===== src/design/dedc_pkg.sv =====
// constants and carrier types for the detection end delay control
package dedc_pkg;
  // clock and time base
  localparam int CLOCK_HZ = 40_000_000;
  localparam int TICK_S = 1;
  localparam int TICK_CYCLES = CLOCK_HZ * TICK_S;
  localparam int STD_DELAY_S = 10;
  localparam int EARLY_LIMIT_S = 10;
  localparam logic [7:0] STD_DELAY_TICKS = 8'(STD_DELAY_S / TICK_S);
  localparam logic [7:0] EARLY_LIMIT_TICKS = 8'(EARLY_LIMIT_S / TICK_S);
  // adaptive learning steps and decay period in seconds, factor of one
  localparam logic [15:0] LEARN_STEP_S = 16'h0005;
  localparam logic [15:0] EARLY_STEP_S = 16'h000a;
  localparam logic [15:0] DECAY_PERIOD_S = 16'h003c;
  localparam logic [7:0] FACTOR_ONE = 8'h01;
  // register byte offsets
  localparam logic [7:0] OFF_CTRL = 8'h00;
  localparam logic [7:0] OFF_ADD_TIME = 8'h04;
  localparam logic [7:0] OFF_MIN_ADD = 8'h08;
  localparam logic [7:0] OFF_MAX_ADD = 8'h0c;
  localparam logic [7:0] OFF_BRIEF_WIN = 8'h10;
  localparam logic [7:0] OFF_HYST = 8'h14;
  localparam logic [7:0] OFF_STATUS = 8'h18;
  localparam logic [7:0] OFF_LEARNED = 8'h1c;
  localparam logic [7:0] OFF_FACTOR = 8'h20;
  // control register fields
  localparam int CTRL_ADAPT = 0;
  localparam int CTRL_FACT_EXT = 1;
  localparam int CTRL_BRIEF_EN = 2;
  localparam int CTRL_PRESENCE = 3;
  localparam int CTRL_OUT_EN = 4;
  localparam int CTRL_OUT_VAL = 6;
  // reset values
  localparam logic [7:0] CTRL_RST = 8'h30;
  localparam logic [15:0] ADD_TIME_RST = 16'h003c;
  localparam logic [15:0] MIN_ADD_RST = 16'h001e;
  localparam logic [15:0] MAX_ADD_RST = 16'h0258;
  localparam logic [7:0] BRIEF_WIN_RST = 8'h05;
  localparam logic [15:0] HYST_RST = 16'h0064;

  typedef enum logic [1:0] {PH_IDLE, PH_STD, PH_ADD} dedc_phase_t;

  typedef struct packed {
    logic adaptive;
    logic factor_ext;
    logic brief_en;
    logic presence;
    logic [1:0] out_en;
    logic [1:0] out_val;
    logic [15:0] add_time;
    logic [15:0] min_add;
    logic [15:0] max_add;
    logic [7:0] brief_win;
    logic [15:0] hyst;
  } dedc_cfg_t;

  typedef struct packed {
    dedc_phase_t phase;
    logic excess;
    logic brief_armed;
    logic brief_block;
    logic [15:0] learned;
    logic [7:0] factor;
  } dedc_status_t;

  typedef struct packed {
    dedc_phase_t phase;
    logic [7:0] std_cnt;
    logic [23:0] add_cnt;
    logic [7:0] factor;
    logic [15:0] learned;
    logic [15:0] decay_cnt;
    logic [7:0] off_cnt;
    logic off_valid;
    logic [7:0] win_cnt;
    logic win_done;
    logic brief_armed;
    logic brief_block;
    logic motion_q;
    logic [1:0] send;
    logic [1:0] val;
  } dedc_core_t;
endpackage


===== src/design/dedc_tick.sv =====
// one-cycle seconds tick from the system clock
`timescale 1ns/10ps
module dedc_tick #(
  parameter int TICK_CYCLES = dedc_pkg::TICK_CYCLES
) (
  input wire logic clock_i,
  input wire logic reset_n_i,
  output logic tick_o
);
  if (TICK_CYCLES < 1) begin : g_chk
    $error("tick period must be at least one cycle");
  end

  logic [31:0] cnt;
  logic [31:0] next_cnt;

  always_comb begin
    next_cnt = cnt + 32'h0000_0001;
    if (cnt >= 32'(TICK_CYCLES - 1)) begin
      next_cnt = 32'h0000_0000;
    end
  end

  always_ff @(posedge clock_i) begin
    if (!reset_n_i) begin
      cnt <= 32'h0000_0000;
    end else begin
      cnt <= next_cnt;
    end
  end

  assign tick_o = (cnt >= 32'(TICK_CYCLES - 1));
endmodule


===== src/design/dedc_regs.sv =====
// ahb-lite slave holding configuration and showing status
`timescale 1ns/10ps
module dedc_regs (
  input wire logic clock_i,
  input wire logic reset_n_i,
  input wire logic hsel_i,
  input wire logic [31:0] haddr_i,
  input wire logic [1:0] htrans_i,
  input wire logic hwrite_i,
  input wire logic [2:0] hsize_i,
  input wire logic [31:0] hwdata_i,
  input wire logic hready_i,
  output logic [31:0] hrdata_o,
  output logic hreadyout_o,
  output logic hresp_o,
  input wire dedc_pkg::dedc_status_t status_i,
  output dedc_pkg::dedc_cfg_t cfg_o
);
  typedef struct packed {
    dedc_pkg::dedc_cfg_t cfg;
    logic wr_pend;
    logic [7:0] wr_addr;
    logic [31:0] rdata;
  } dedc_regs_st_t;

  dedc_regs_st_t s;
  dedc_regs_st_t next_s;
  logic take;

  always_comb begin
    next_s = s;
    take = hsel_i && htrans_i[1] && hready_i && (hsize_i == 3'b010);
    next_s.wr_pend = take && hwrite_i;
    if (take) begin
      next_s.wr_addr = haddr_i[7:0];
    end
    if (s.wr_pend) begin
      unique case (s.wr_addr)
        dedc_pkg::OFF_CTRL: begin
          next_s.cfg.adaptive = hwdata_i[dedc_pkg::CTRL_ADAPT];
          next_s.cfg.factor_ext = hwdata_i[dedc_pkg::CTRL_FACT_EXT];
          next_s.cfg.brief_en = hwdata_i[dedc_pkg::CTRL_BRIEF_EN];
          next_s.cfg.presence = hwdata_i[dedc_pkg::CTRL_PRESENCE];
          next_s.cfg.out_en = hwdata_i[dedc_pkg::CTRL_OUT_EN +: 2];
          next_s.cfg.out_val = hwdata_i[dedc_pkg::CTRL_OUT_VAL +: 2];
        end
        dedc_pkg::OFF_ADD_TIME: next_s.cfg.add_time = hwdata_i[15:0];
        dedc_pkg::OFF_MIN_ADD: next_s.cfg.min_add = hwdata_i[15:0];
        dedc_pkg::OFF_MAX_ADD: next_s.cfg.max_add = hwdata_i[15:0];
        dedc_pkg::OFF_BRIEF_WIN: next_s.cfg.brief_win = hwdata_i[7:0];
        dedc_pkg::OFF_HYST: next_s.cfg.hyst = hwdata_i[15:0];
        default: begin
        end
      endcase
    end
    next_s.rdata = 32'h0000_0000;
    if (take && !hwrite_i) begin
      unique case (haddr_i[7:0])
        dedc_pkg::OFF_CTRL: next_s.rdata = {24'h00_0000, s.cfg.out_val, s.cfg.out_en,
          s.cfg.presence, s.cfg.brief_en, s.cfg.factor_ext, s.cfg.adaptive};
        dedc_pkg::OFF_ADD_TIME: next_s.rdata = {16'h0000, s.cfg.add_time};
        dedc_pkg::OFF_MIN_ADD: next_s.rdata = {16'h0000, s.cfg.min_add};
        dedc_pkg::OFF_MAX_ADD: next_s.rdata = {16'h0000, s.cfg.max_add};
        dedc_pkg::OFF_BRIEF_WIN: next_s.rdata = {24'h00_0000, s.cfg.brief_win};
        dedc_pkg::OFF_HYST: next_s.rdata = {16'h0000, s.cfg.hyst};
        dedc_pkg::OFF_STATUS: next_s.rdata = {27'h000_0000, status_i.brief_block,
          status_i.brief_armed, status_i.excess, status_i.phase};
        dedc_pkg::OFF_LEARNED: next_s.rdata = {16'h0000, status_i.learned};
        dedc_pkg::OFF_FACTOR: next_s.rdata = {24'h00_0000, status_i.factor};
        default: next_s.rdata = 32'h0000_0000;
      endcase
    end
  end

  always_ff @(posedge clock_i) begin
    if (!reset_n_i) begin
      s.cfg.adaptive <= dedc_pkg::CTRL_RST[dedc_pkg::CTRL_ADAPT];
      s.cfg.factor_ext <= dedc_pkg::CTRL_RST[dedc_pkg::CTRL_FACT_EXT];
      s.cfg.brief_en <= dedc_pkg::CTRL_RST[dedc_pkg::CTRL_BRIEF_EN];
      s.cfg.presence <= dedc_pkg::CTRL_RST[dedc_pkg::CTRL_PRESENCE];
      s.cfg.out_en <= dedc_pkg::CTRL_RST[dedc_pkg::CTRL_OUT_EN +: 2];
      s.cfg.out_val <= dedc_pkg::CTRL_RST[dedc_pkg::CTRL_OUT_VAL +: 2];
      s.cfg.add_time <= dedc_pkg::ADD_TIME_RST;
      s.cfg.min_add <= dedc_pkg::MIN_ADD_RST;
      s.cfg.max_add <= dedc_pkg::MAX_ADD_RST;
      s.cfg.brief_win <= dedc_pkg::BRIEF_WIN_RST;
      s.cfg.hyst <= dedc_pkg::HYST_RST;
      s.wr_pend <= 1'b0;
      s.wr_addr <= 8'h00;
      s.rdata <= 32'h0000_0000;
    end else begin
      s <= next_s;
    end
  end

  assign cfg_o = s.cfg;
  assign hrdata_o = s.rdata;
  assign hreadyout_o = 1'b1;
  assign hresp_o = 1'b0;
endmodule


===== src/design/dedc_top.sv =====
// detection end delay control: standard, fixed or adaptive additional delay
//
// Behaviour
// - detection ends when motion absent and standard plus additional delay elapse
// - each of two outputs optionally sends its telegram at detection end
// - standard delay fixed 10 s, additional delay appended after it
// - control bit selects fixed or adaptive additional delay
// - fixed mode with factor: additional delay equals factor times configured time
// - new factor used only when the next additional delay starts
// - factor received while block inactive is kept for later
// - factor is 1 after reset or configuration load until received
// - adaptive delay learned from motion frequency within min and max
// - learned value rises only during evaluation, falls only while idle
// - adaptive total delay kept between 10 s plus min and max
// - restart within 10 s of detection end lengthens delay at once
// - brief-presence window starts at first motion of new detection
// - motion after window cancels brief presence, learned delay used
// - no motion after window: only minimum additional delay runs
// - brief presence leaves learned value alone, overrides it once
// - after early switch-off the next motion skips brief-presence shortening
// - motion during additional delay retriggers, restarting standard delay
// - switch-off brightness is twilight level plus hysteresis
//
// Design decisions made here: the register addresses and the AHB-Lite register port.
`timescale 1ns/10ps
module dedc_top #(
  parameter int TICK_CYCLES = dedc_pkg::TICK_CYCLES
) (
  input wire logic CLOCK_I,
  input wire logic RESET_N_I,
  input wire logic HSEL_I,
  input wire logic [31:0] HADDR_I,
  input wire logic [1:0] HTRANS_I,
  input wire logic HWRITE_I,
  input wire logic [2:0] HSIZE_I,
  input wire logic [31:0] HWDATA_I,
  input wire logic HREADY_I,
  output logic [31:0] HRDATA_O,
  output logic HREADYOUT_O,
  output logic HRESP_O,
  input wire logic MOTION_I,
  input wire logic FB_ACTIVE_I,
  input wire logic [7:0] FACTOR_I,
  input wire logic FACTOR_VALID_I,
  input wire logic CONFIG_LOAD_I,
  input wire logic [15:0] BRIGHTNESS_I,
  input wire logic [15:0] TWILIGHT_I,
  output logic [1:0] END_SEND_O,
  output logic [1:0] END_VALUE_O,
  output logic DETECTING_O
);
  dedc_pkg::dedc_cfg_t cfg;
  dedc_pkg::dedc_status_t status;
  dedc_pkg::dedc_core_t s;
  dedc_pkg::dedc_core_t next_s;
  logic tick;
  logic [16:0] off_bright;
  logic excess;
  logic rise;
  logic motion_eval;
  logic [23:0] eff_add;
  logic early_now;
  logic do_end;
  logic [16:0] learn_up;

  dedc_tick #(
    .TICK_CYCLES(TICK_CYCLES)
  ) u_tick (
    .clock_i(CLOCK_I),
    .reset_n_i(RESET_N_I),
    .tick_o(tick)
  );

  dedc_regs u_regs (
    .clock_i(CLOCK_I),
    .reset_n_i(RESET_N_I),
    .hsel_i(HSEL_I),
    .haddr_i(HADDR_I),
    .htrans_i(HTRANS_I),
    .hwrite_i(HWRITE_I),
    .hsize_i(HSIZE_I),
    .hwdata_i(HWDATA_I),
    .hready_i(HREADY_I),
    .hrdata_o(HRDATA_O),
    .hreadyout_o(HREADYOUT_O),
    .hresp_o(HRESP_O),
    .status_i(status),
    .cfg_o(cfg)
  );

  assign off_bright = {1'b0, TWILIGHT_I} + {1'b0, cfg.hyst};
  assign excess = cfg.presence && ({1'b0, BRIGHTNESS_I} > off_bright);

  always_comb begin
    next_s = s;
    next_s.send = 2'b00;
    next_s.motion_q = MOTION_I;
    rise = MOTION_I && !s.motion_q;
    motion_eval = MOTION_I && !excess;
    early_now = 1'b0;
    do_end = 1'b0;
    learn_up = 17'h0_0000;
    if (cfg.adaptive) begin
      eff_add = s.brief_armed ? {8'h00, cfg.min_add} : {8'h00, s.learned};
    end else if (cfg.factor_ext) begin
      eff_add = 24'(s.factor) * 24'(cfg.add_time);
    end else begin
      eff_add = {8'h00, cfg.add_time};
    end

    // factor back to one on configuration load
    if (CONFIG_LOAD_I) begin
      next_s.factor = dedc_pkg::FACTOR_ONE;
    end else if (FACTOR_VALID_I) begin
      next_s.factor = FACTOR_I;
    end

    if (tick && s.win_cnt != 8'h00) begin
      next_s.win_cnt = s.win_cnt - 8'h01;
      next_s.win_done = (s.win_cnt == 8'h01);
    end
    // motion after window drops brief presence
    if (s.win_done && rise && !excess && s.phase != dedc_pkg::PH_IDLE) begin
      next_s.brief_armed = 1'b0;
    end

    if (!FB_ACTIVE_I) begin
      next_s.phase = dedc_pkg::PH_IDLE;
      next_s.std_cnt = 8'h00;
      next_s.add_cnt = 24'h00_0000;
      next_s.win_cnt = 8'h00;
      next_s.brief_armed = 1'b0;
    end else begin
      unique case (s.phase)
        dedc_pkg::PH_IDLE: begin
          if (tick) begin
            if (s.off_cnt != 8'hff) begin
              next_s.off_cnt = s.off_cnt + 8'h01;
            end
            if (cfg.adaptive && s.decay_cnt >= dedc_pkg::DECAY_PERIOD_S - 16'h0001) begin
              next_s.decay_cnt = 16'h0000;
              next_s.learned = (s.learned > dedc_pkg::LEARN_STEP_S) ?
                s.learned - dedc_pkg::LEARN_STEP_S : 16'h0000;
            end else begin
              next_s.decay_cnt = s.decay_cnt + 16'h0001;
            end
          end
          if (motion_eval) begin
            next_s.phase = dedc_pkg::PH_STD;
            next_s.std_cnt = dedc_pkg::STD_DELAY_TICKS;
            next_s.decay_cnt = 16'h0000;
            early_now = cfg.adaptive && s.off_valid &&
              (s.off_cnt < dedc_pkg::EARLY_LIMIT_TICKS);
            if (early_now) begin
              learn_up = {1'b0, s.learned} + {1'b0, dedc_pkg::EARLY_STEP_S};
              next_s.learned = learn_up[16] ? 16'hffff : learn_up[15:0];
            end
            next_s.brief_block = early_now;
            if (cfg.adaptive && cfg.brief_en && !early_now && cfg.brief_win != 8'h00) begin
              next_s.brief_armed = 1'b1;
              next_s.win_cnt = cfg.brief_win;
              next_s.win_done = 1'b0;
            end else begin
              next_s.brief_armed = 1'b0;
              next_s.win_cnt = 8'h00;
              next_s.win_done = 1'b0;
            end
          end
        end
        dedc_pkg::PH_STD: begin
          if (motion_eval) begin
            // standard delay runs after last motion
            next_s.std_cnt = dedc_pkg::STD_DELAY_TICKS;
          end else if (tick) begin
            if (s.std_cnt <= 8'h01) begin
              // factor sampled at start of delay
              next_s.add_cnt = eff_add;
              next_s.phase = dedc_pkg::PH_ADD;
              next_s.brief_armed = 1'b0;
              if (eff_add == 24'h00_0000) begin
                do_end = 1'b1;
              end
            end else begin
              next_s.std_cnt = s.std_cnt - 8'h01;
            end
          end
        end
        dedc_pkg::PH_ADD: begin
          if (motion_eval) begin
            next_s.phase = dedc_pkg::PH_STD;
            next_s.std_cnt = dedc_pkg::STD_DELAY_TICKS;
            if (cfg.adaptive && rise) begin
              learn_up = {1'b0, s.learned} + {1'b0, dedc_pkg::LEARN_STEP_S};
              next_s.learned = learn_up[16] ? 16'hffff : learn_up[15:0];
            end
          end else if (tick) begin
            if (s.add_cnt <= 24'h00_0001) begin
              do_end = 1'b1;
            end else begin
              next_s.add_cnt = s.add_cnt - 24'h00_0001;
            end
          end
        end
        default: begin
          next_s.phase = dedc_pkg::PH_IDLE;
        end
      endcase
    end

    if (do_end) begin
      next_s.phase = dedc_pkg::PH_IDLE;
      next_s.add_cnt = 24'h00_0000;
      next_s.std_cnt = 8'h00;
      next_s.off_cnt = 8'h00;
      next_s.off_valid = 1'b1;
      next_s.decay_cnt = 16'h0000;
      next_s.brief_armed = 1'b0;
      next_s.win_cnt = 8'h00;
      next_s.send = cfg.out_en;
      next_s.val = cfg.out_val;
    end

    if (cfg.min_add <= cfg.max_add) begin
      if (next_s.learned < cfg.min_add) begin
        next_s.learned = cfg.min_add;
      end else if (next_s.learned > cfg.max_add) begin
        next_s.learned = cfg.max_add;
      end
    end
  end

  always_ff @(posedge CLOCK_I) begin
    if (!RESET_N_I) begin
      s.phase <= dedc_pkg::PH_IDLE;
      s.std_cnt <= 8'h00;
      s.add_cnt <= 24'h00_0000;
      s.factor <= dedc_pkg::FACTOR_ONE;
      s.learned <= dedc_pkg::MIN_ADD_RST;
      s.decay_cnt <= 16'h0000;
      s.off_cnt <= 8'h00;
      s.off_valid <= 1'b0;
      s.win_cnt <= 8'h00;
      s.win_done <= 1'b0;
      s.brief_armed <= 1'b0;
      s.brief_block <= 1'b0;
      s.motion_q <= 1'b0;
      s.send <= 2'b00;
      s.val <= 2'b00;
    end else begin
      s <= next_s;
    end
  end

  assign status.phase = s.phase;
  assign status.excess = excess;
  assign status.brief_armed = s.brief_armed;
  assign status.brief_block = s.brief_block;
  assign status.learned = s.learned;
  assign status.factor = s.factor;

  assign END_SEND_O = s.send;
  assign END_VALUE_O = s.val;
  assign DETECTING_O = (s.phase != dedc_pkg::PH_IDLE);
endmodule


===== config.mk =====
export PLATFORM = sky130hd
export DESIGN_NAME = dedc_top
export DESIGN_NICKNAME = d
export VERILOG_FILES = /design/src/design/dedc_pkg.sv /design/src/design/dedc_tick.sv /design/src/design/dedc_regs.sv /design/src/design/dedc_top.sv
export SDC_FILE = /design/constraint.sdc
export NUM_CORES = 1
export LEC_CHECK = 0
export BUFFER_PORTS_ARGS = -buffer_cell sky130_fd_sc_hd__clkbuf_2
export CAP_MARGIN = 20
export CORE_MARGIN = 4
export CORE_UTILIZATION = 40
export DETAILED_ROUTE_END_ITERATION = 7
export GPL_TIMING_DRIVEN = 0
export PLACE_DENSITY = 0.55
export SLEW_MARGIN = 10
export SYNTH_ARGS = -nofsm -noshare
export SYNTH_HDL_FRONTEND = slang
export SYNTH_SLANG_ARGS = --single-unit

===== constraint.sdc =====
create_clock -name CLOCK_I -period 9.7 [get_ports CLOCK_I]
set_input_delay 0.485 -clock CLOCK_I [delete_from_list [all_inputs] [get_ports CLOCK_I]]
set_output_delay 0.485 -clock CLOCK_I [all_outputs]
set_load 0.02 [all_outputs]

==> results.md, run 1 <==
* Met3 Track Usage GR at 0.0316
* Initial Util at 0.404
* Yosys Warn Count at 0
* Leakage Power at 9.41 nW
* Clock Latency Late Sink at 0.57 ns
* Hpwl dp at 58200 um
* H-tree depth at 1
* Final Total Pwr at 3.30 mW
* DRT Pass-1 Iters at 8
* Worst Path Required at 10.14 ns
* Clock Power Share at 0.361
* Drt first-iter violations at 1836
* CTS Buffer Depth at 3
* Via/cell ratio at 5.77
* VDD IR max at 0.134 mV
* Routed vias at 19934
* Worst slew margin at 0.309
* Cell count after synthesis at 2612
* Seq/Total Area, Yosys at 0.233
* Gr ovfl total at 0
* Die height at 233 um
* CTS Sinks at 236
* CTS tree: built
* Share of Yosys cell area claimed by the top area cell type at 0.233
* Max stage delay cell, worst path: a21oi_1
* Pwr Density at 146 nW/um^2
* Area leader, netlist: dfxtp_1
* Final setup viols at 0
* WHS Path Cells at 2
* Cell mode on critical path: a21oi_1
* # rows at 82
* Setup Buffers After CTS at 0
* Largest net degree at the start of global routing at 14
* Switching power at 1.17 mW
* Area Growth Syn to Fin at 11.9%
* Final Hold Vio Count at 0
* Die Area at 54300 um^2
* Worst Tran Pin Value at 1.03 ns
* Met2 Track Usage GR at 0.441
* TNS Setup at 0 ns
* Failing checks: design-rule violations
* Fraction of layout cells with a size suffix above 1 at 0.0875
* Vias in the first global route at 19471
* Critical path fanouts, max at 10
* Post-DRT Antenna Nets at 0
* Clock Pin Slew Worst Setup and Hold Paths at 0.07 ns
* Final period util at 0.892
* Post_cts resized at 0
* Seq cells post-synth at 236
* CTS buffer count at 29
* Arrival @ worst endpoint at 9.09 ns
* Storage element area at 4720 um^2
* Critical path's largest stage delay at 0.84 ns
* First-pass GRT wire length at 115000 um
* # DRC at 1
* Root Buffer: clkbuf_16
* Post-CTS Hold Fix Bufs at 0
* Final WL at 74300 um
* CP endpoint kind: flop
* Synth top cells by count: nand2_1 (317), nor2_1 (245), dfxtp_1 (236)
* PortBufs at 91
* Gpl congestion at 0.970
* Net switching fraction of the power at 0.354
* Worst reg2reg setup slack at 1.05 ns
* Cell Int Power at 2.13 mW
* Synth Cell Area at 20200 um^2
* Crit path launch type: flop
* Die X at 233 um
* Nets at 3101
* Combinational power share at 0.321
* Max_cap viols at 0
* Final Hold Slack at 0.133 ns
* Sequential Power Share at 0.318
* Worst Hold Class: in2reg
* Top_reg_cell synth: dfxtp_1
* Boundary Pins at 157
* RSZ-0062 raised after global routing: no
* GRT Overall Usage at 0.271
* Area of the multi-input gates at 14100 um^2
* Max Clk Rate at 0.116 GHz
* Post-synth EDFFs at 0
* Routed wire per std cell at 21.5 um
* Outcome: finished, violations left
* Reg-to-Reg End: s[56]
* Main area contributors after synthesis: dfxtp_1 (23%), ha_1 (8.8%), fa_1 (8.4%)
* GR peak layer: met2
* R2R cell count at 30
* Syn_area_per_cell at 7.75 um^2
* Hold Path Origin: FACTOR_I[0]
* Netlist cell types at 94
* Clk_skew at 0.0171 ns
* GRT met1 Usage at 0.375
* Minimum clock period at 8.65 ns
* Worst hold path endpoint: s[57]
* Total core area at 50100 um^2
* Initial antenna violation count at 0
* Worst Setup Path Type: reg2reg
* Max Slew Vio Count at 0
* Most common cell in the synthesized netlist: nand2_1
* Critical R2R Launch: u_regs.cfg_o[1]
* Fill cells at 5146
* Ys async rst share at 0
[logic make-up after synthesis]
logic type               Yosys count  synth area share
AND/OR/NAND/NOR                 1008             0.241
AO/OA/AOI/OAI                    595             0.191
buffers and inverters            366            0.0761
flip-flops                       236             0.233
adder cells (fa/ha/maj)          227             0.172
multiplexers                     116            0.0595
XOR/XNOR                          62            0.0268
other                              2          0.000371
[layer usage]
metal  up-vias  wire length (um)
li1       9388                 -
met1      9646             32900
met2       763             33900
met3       137              5010
met4         0              2490
met5         -                 0
[final cells by class]
class | instances | area share
clock inverters | 16 | 0.0107
inverters | 184 | 0.0305
clock buffers | 36 | 0.0345
plain buffers | 182 | 0.0375
flip-flops and latches | 236 | 0.209
well taps | 672 | 0.0371
repair buffers | 91 | 0.0201
diodes | 3 | 0.000331
multi-input cells | 2032 | 0.621
[how the worst max path moves through the flow]
stage	start	end	slack (ns)	depth (start not counted)
2_1_floorplan	TWILIGHT_I[1]	s[56]	2.80	29
3_3_place_gp	TWILIGHT_I[1]	s[56]	1.22	33
3_5_place_dp	TWILIGHT_I[1]	s[56]	1.18	31
4_1_cts	u_regs.cfg_o[1]	s[56]	1.26	32
5_1_grt	u_regs.cfg_o[1]	s[54]	0.52	31
6_report	u_regs.cfg_o[1]	s[56]	1.05	30
[power groups by stage]
stage                     clock, mW  sequential, mW  combinational (mW)
after floorplan                   0            1.05               0.744
after global placement            0            1.07                1.02
after detailed placement          0            1.07                1.03
after CTS                      1.21            1.05                1.04
after global routing           1.25            1.05                1.16
final                          1.19            1.05                1.06
[worst max-delay path, delay by kind of cell (launching register included)]
| kind | cells | cell delay (ns) |
|---|---|---|
| AO/OA/AOI/OAI | 21 | 6.05 |
| XOR/XNOR | 1 | 0.14 |
| adder cells (fa/ha/maj) | 3 | 0.96 |
| buffers and inverters | 2 | 0.59 |
| flip-flops | 1 | 0.48 |
| AND/OR/NAND/NOR | 3 | 0.33 |
[sequential cells by signal, summed over array words and instances, names as in the netlist]
signal / flops
u_tick.cnt: 32
u_regs.cfg_o: 80
s: 95
END_VALUE_O: 2
u_regs.hrdata_o: 16
END_SEND_O: 2
u_regs.s: 9
[cell usage in the layout, fill, tap and decap left out, types with 24 or more instances in the layout]
| cell type | Yosys | routed |
|---|---|---|
| and3_1 | 35 | 35 |
| ha_1 | 142 | 142 |
| nand2_1 | 317 | 317 |
| nand4_1 | 30 | 30 |
| conb_1 | 2 | 24 |
| a21oi_1 | 176 | 176 |
| buf_4 | 38 | 38 |
| and2_1 | 94 | 94 |
| nor4_1 | 29 | 29 |
| clkbuf_2 | 1 | 92 |
| nor2_1 | 245 | 245 |
| xor2_1 | 37 | 37 |
| mux2i_1 | 99 | 99 |
| a22oi_1 | 37 | 37 |
| a21o_1 | 25 | 25 |
| xnor2_1 | 25 | 25 |
| clkbuf_1 | 119 | 123 |
| nor3_1 | 47 | 47 |
| dfxtp_1 | 236 | 236 |
| fa_1 | 85 | 85 |
| o21ai_0 | 131 | 131 |
| nand2b_1 | 25 | 25 |
| a211oi_1 | 28 | 28 |
| inv_1 | 182 | 182 |
| clkbuf_16 | 0 | 29 |
| nand3_1 | 75 | 75 |
[metrics by stage]
step	instance area (um^2)	util	cells	setup WS, ns
2_1_floorplan	20300	-	2634	2.80
3_3_place_gp	21600	0.432	3397	1.22
3_5_place_dp	21600	0.432	3397	1.18
4_1_cts	22600	0.452	3449	1.26
5_1_grt	22600	0.452	3449	0.520
6_report	22700	0.452	3452	1.05
No activity file was read; power rests on OpenSTA's default activity.
==> inputs of run 2 (changes only) <==
--- a/config.mk
+++ b/config.mk
@@ -5,12 +5,12 @@
 export SDC_FILE = /design/constraint.sdc
 export NUM_CORES = 1
 export LEC_CHECK = 0
+export ABC_AREA = 1
 export BUFFER_PORTS_ARGS = -buffer_cell sky130_fd_sc_hd__clkbuf_2
 export CAP_MARGIN = 20
 export CORE_MARGIN = 4
 export CORE_UTILIZATION = 40
 export DETAILED_ROUTE_END_ITERATION = 7
-export GPL_TIMING_DRIVEN = 0
 export PLACE_DENSITY = 0.55
 export SLEW_MARGIN = 10
 export SYNTH_ARGS = -nofsm -noshare
==> run 2 against run 1 <==
  * The flow still finishes with violations (design-rule violations)
  * Critical path depth increased by 7
  * Setup slack improved by 0.84 ns
  * Synthesized cell count increased by 16%
  * Maximum frequency increased by 11%
  * Critical path type unchanged
  * Largest power group unchanged
  * Highest routed layer is now met5
==> results.md, run 2 <==
* Outcome: finished, violations left
* Failing checks: design-rule violations
* Critical path's largest stage delay at 0.62 ns (-0.22 ns)
* Largest Register: s
* Cell count after synthesis at 3038 (+16%)
* Leakage Power at 10.6 nW (+13%)
* Seq cells post-synth at 236 (unchanged)
* CTS tree: built
* DP Area at 21100 um^2 (-2.2%)
* Minimum clock period at 7.81 ns (-0.844 ns)
* Worst hold path endpoint: s[57]
* Vias in the first global route at 19130 (-1.8%)
* TNS Setup at 0 ns (unchanged)
* Worst Path Required at 10.22 ns (+0.08 ns)
* Area Growth Syn to Fin at 8.65%
* Reg-to-Reg End: s[52]
* Routed wire per std cell at 17.7 um (-18%)
* Area leader, netlist: dfxtp_1
* Max Clk Rate at 0.128 GHz (+11%)
* Fin cells at 3743 (+8.4%)
* Hpwl dp at 51700 um (-11%)
* RSZ-0062 raised after global routing: no
* Gpl congestion at 0.963 (-0.71%)
* PortBufs at 97 (+6.6%)
* Boundary Pins at 157 (unchanged)
* Fill cells at 5266 (+2.3%)
* Post_cts resized at 0 (unchanged)
* DRT Pass-1 Iters at 8 (unchanged)
* Worst slew margin at 0.269 (-0.0398)
* Final Hold Vio Count at 0 (unchanged)
* Most common cell after layout, fill and taps aside: nand2_1
* Setup Buffers After CTS at 0 (unchanged)
* Ys async rst share at 0 (unchanged)
* Clock Latency Late Sink at 0.61 ns (+0.04 ns)
* Die X at 234 um (+0.50%)
* Initial Util at 0.406 (+0.00170)
* Root Buffer: clkbuf_16
* Post-CTS Hold Fix Bufs at 0 (unchanged)
* CTS Sinks at 236 (unchanged)
* Post-synth EDFFs at 0 (unchanged)
* Yosys Warn Count at 0 (unchanged)
* Clk_skew at 0.0491 ns (+0.0320 ns)
* VDD IR max at 0.140 mV (+4.1%)
* Most common cell in the synthesized netlist: nand2_1
* Final WL at 66300 um (-11%)
* GRT Overall Usage at 0.239 (-0.0315)
* Nets at 3394 (+9.4%)
* Synth top cells by count: nand2_1 (558), inv_1 (514), nor2_1 (321)
* Arrival @ worst endpoint at 8.33 ns (-0.76 ns)
* Gr ovfl total at 0 (unchanged)
* Syn_area_per_cell at 6.73 um^2 (-13%)
* Die height at 234 um (+0.50%)
* Max Slew Vio Count at 0 (unchanged)
* Area of the multi-input gates at 13000 um^2 (-7.9%)
* Largest register FFs at 95 (unchanged)
* Placed cells at 3687 (+8.5%)
* Synth Cell Area at 20400 um^2 (+1.0%)
* Total core area at 50400 um^2 (+0.61%)
* Critical path fanouts, max at 25 (+15)
* Die Area at 54800 um^2 (+1.0%)
* Main area contributors after synthesis: dfxtp_1 (23%), nand2_1 (10%), inv_1 (9.4%)
* Hold Path Origin: CONFIG_LOAD_I
* Cell mode on critical path: inv_1
* Max stage delay cell, worst path: a21oi_2
* Final Total Pwr at 2.96 mW (-10%)
* Storage element area at 4720 um^2 (unchanged)
* Worst Tran Pin Value at 1.09 ns (+0.0605 ns)
* Worst Setup Path Type: reg2reg
* Drt first-iter violations at 1465 (-20%)
* Fraction of layout cells with a size suffix above 1 at 0.0792 (-0.00835)
* Via/cell ratio at 5.31 (-8.0%)
* Seq/Total Area, Yosys at 0.231 (-0.00240)
* Pwr Density at 133 nW/um^2 (-8.5%)
* Max_cap viols at 0 (unchanged)
* Crit path launch type: flop
* Top_reg_cell synth: dfxtp_1
* H-tree depth at 1 (unchanged)
* CP endpoint kind: flop
* CTS Buffer Depth at 3 (unchanged)
* Worst reg2reg setup slack at 1.89 ns (+0.84 ns)
* Netlist cell types at 71 (-24%)
* Critical R2R Launch: u_regs.cfg_o[5]
* Design area at 22200 um^2 (-1.9%)
* Place WS at 1.86 ns (+0.675 ns)
* Initial antenna violation count at 5 (+5)
* WHS Path Cells at 3 (+1)
* Commonest cells after routing, fill and taps aside: nand2_1 (558), inv_1 (514), nor2_1 (321), o21ai_0 (238), dfxtp_1 (236)
* Final period util at 0.805 (-0.0870)
* Worst Hold Class: in2reg
* Largest net degree at the start of global routing at 74 (+60)
* Final WS setup at 1.89 ns (+0.844 ns)
* First-pass GRT wire length at 104000 um (-9.5%)
* # rows at 82 (unchanged)
* # DRC at 7 (+6)
* Routed vias at 19884 (-0.25%)
* Final setup viols at 0 (unchanged)
* Post-DRT Antenna Nets at 0 (unchanged)
* Clock Pin Slew Worst Setup and Hold Paths at 0.06 ns (about the same)
* R2R cell count at 37 (+23%)
* Share of Yosys cell area claimed by the top area cell type at 0.231 (-0.00240)
* CTS buffer count at 31 (+6.9%)
run 2: changes by cell type in the layout (fill, tap and decap cells not counted), moves of 25 or more:
cell | previous run | this run
inv_1 | 182 | 514
nand2_1 | 317 | 558
clkbuf_1 | 123 | 5
o21ai_0 | 131 | 238
mux2i_1 | 99 | 1
and2_1 | 94 | 2
nor2_1 | 245 | 321
nand3_1 | 75 | 125
a21oi_1 | 176 | 215
and3_1 | 35 | 3
a22oi_1 | 37 | 6
nand2b_1 | 25 | 0
run 2: worst max path at each step:
stage	endpoint	cells after the start	from	slack (ns)
final	s[52]	37	u_regs.cfg_o[5]	1.89
after detailed placement	s[52]	38	TWILIGHT_I[5]	1.86
after floorplan	s[53]	40	TWILIGHT_I[5]	3.65
after CTS	s[52]	37	u_regs.cfg_o[5]	2.04
after global placement	s[52]	38	TWILIGHT_I[5]	1.97
after global routing	s[56]	38	u_regs.cfg_o[5]	1.21
run 2: layer usage:
| metal | up-vias | wire length, um | track usage | share of wire |
|---|---|---|---|---|
| met4 | 6 | 2340 | 0.0785 | 0.035 |
| li1 | 9788 | - | - | - |
| met5 | - | 38 | 0 | 0.00057 |
| met3 | 150 | 4210 | 0.0350 | 0.063 |
| met1 | 9358 | 28800 | 0.313 | 0.43 |
| met2 | 582 | 30900 | 0.405 | 0.47 |
run 2: cells by family after synthesis:
logic type | after synthesis | share of synthesized area
compound gates | 638 | 0.180
xor+xnor | 71 | 0.0304
fa+ha+maj | 227 | 0.170
buf+inv | 694 | 0.140
flops | 236 | 0.231
mux | 1 | 0.000490
other cells | 2 | 0.000367
simple gates | 1169 | 0.248
run 2: worst max-delay path: cells and delay by family (launching register included):
kind / cells / cell delay, ns
AO/OA/AOI/OAI: 19 / 4.17
adder cells (fa/ha/maj): 3 / 0.92
buffers and inverters: 5 / 0.77
XOR/XNOR: 1 / 0.15
flip-flops: 1 / 0.35
AND/OR/NAND/NOR: 9 / 1.33
run 2: where the power goes:
group          internal, mW  leakage (nW)  total [mW]  switching [mW]
Combinational         0.248          8.20       0.688           0.440
Sequential             1.00          1.91        1.06          0.0577
Clock                 0.746         0.521        1.21           0.469
run 2: cell type report:
class	count	area share
clock inverter	14	0.00957
timing repair buffer	116	0.0284
antenna	1	0.000113
sequential	236	0.213
clock buffer	40	0.0382
inverter	534	0.0902
tap	672	0.0378
multi-input combinational	2130	0.583
run 2: through the flow:
stage / utilization / hold WS, ns
floorplan: - / 0.418
global placement: 0.420 / 0.429
detailed placement: 0.420 / 0.441
CTS: 0.441 / 0.0666
global route: 0.441 / 0.107
finish: 0.441 / 0.0861
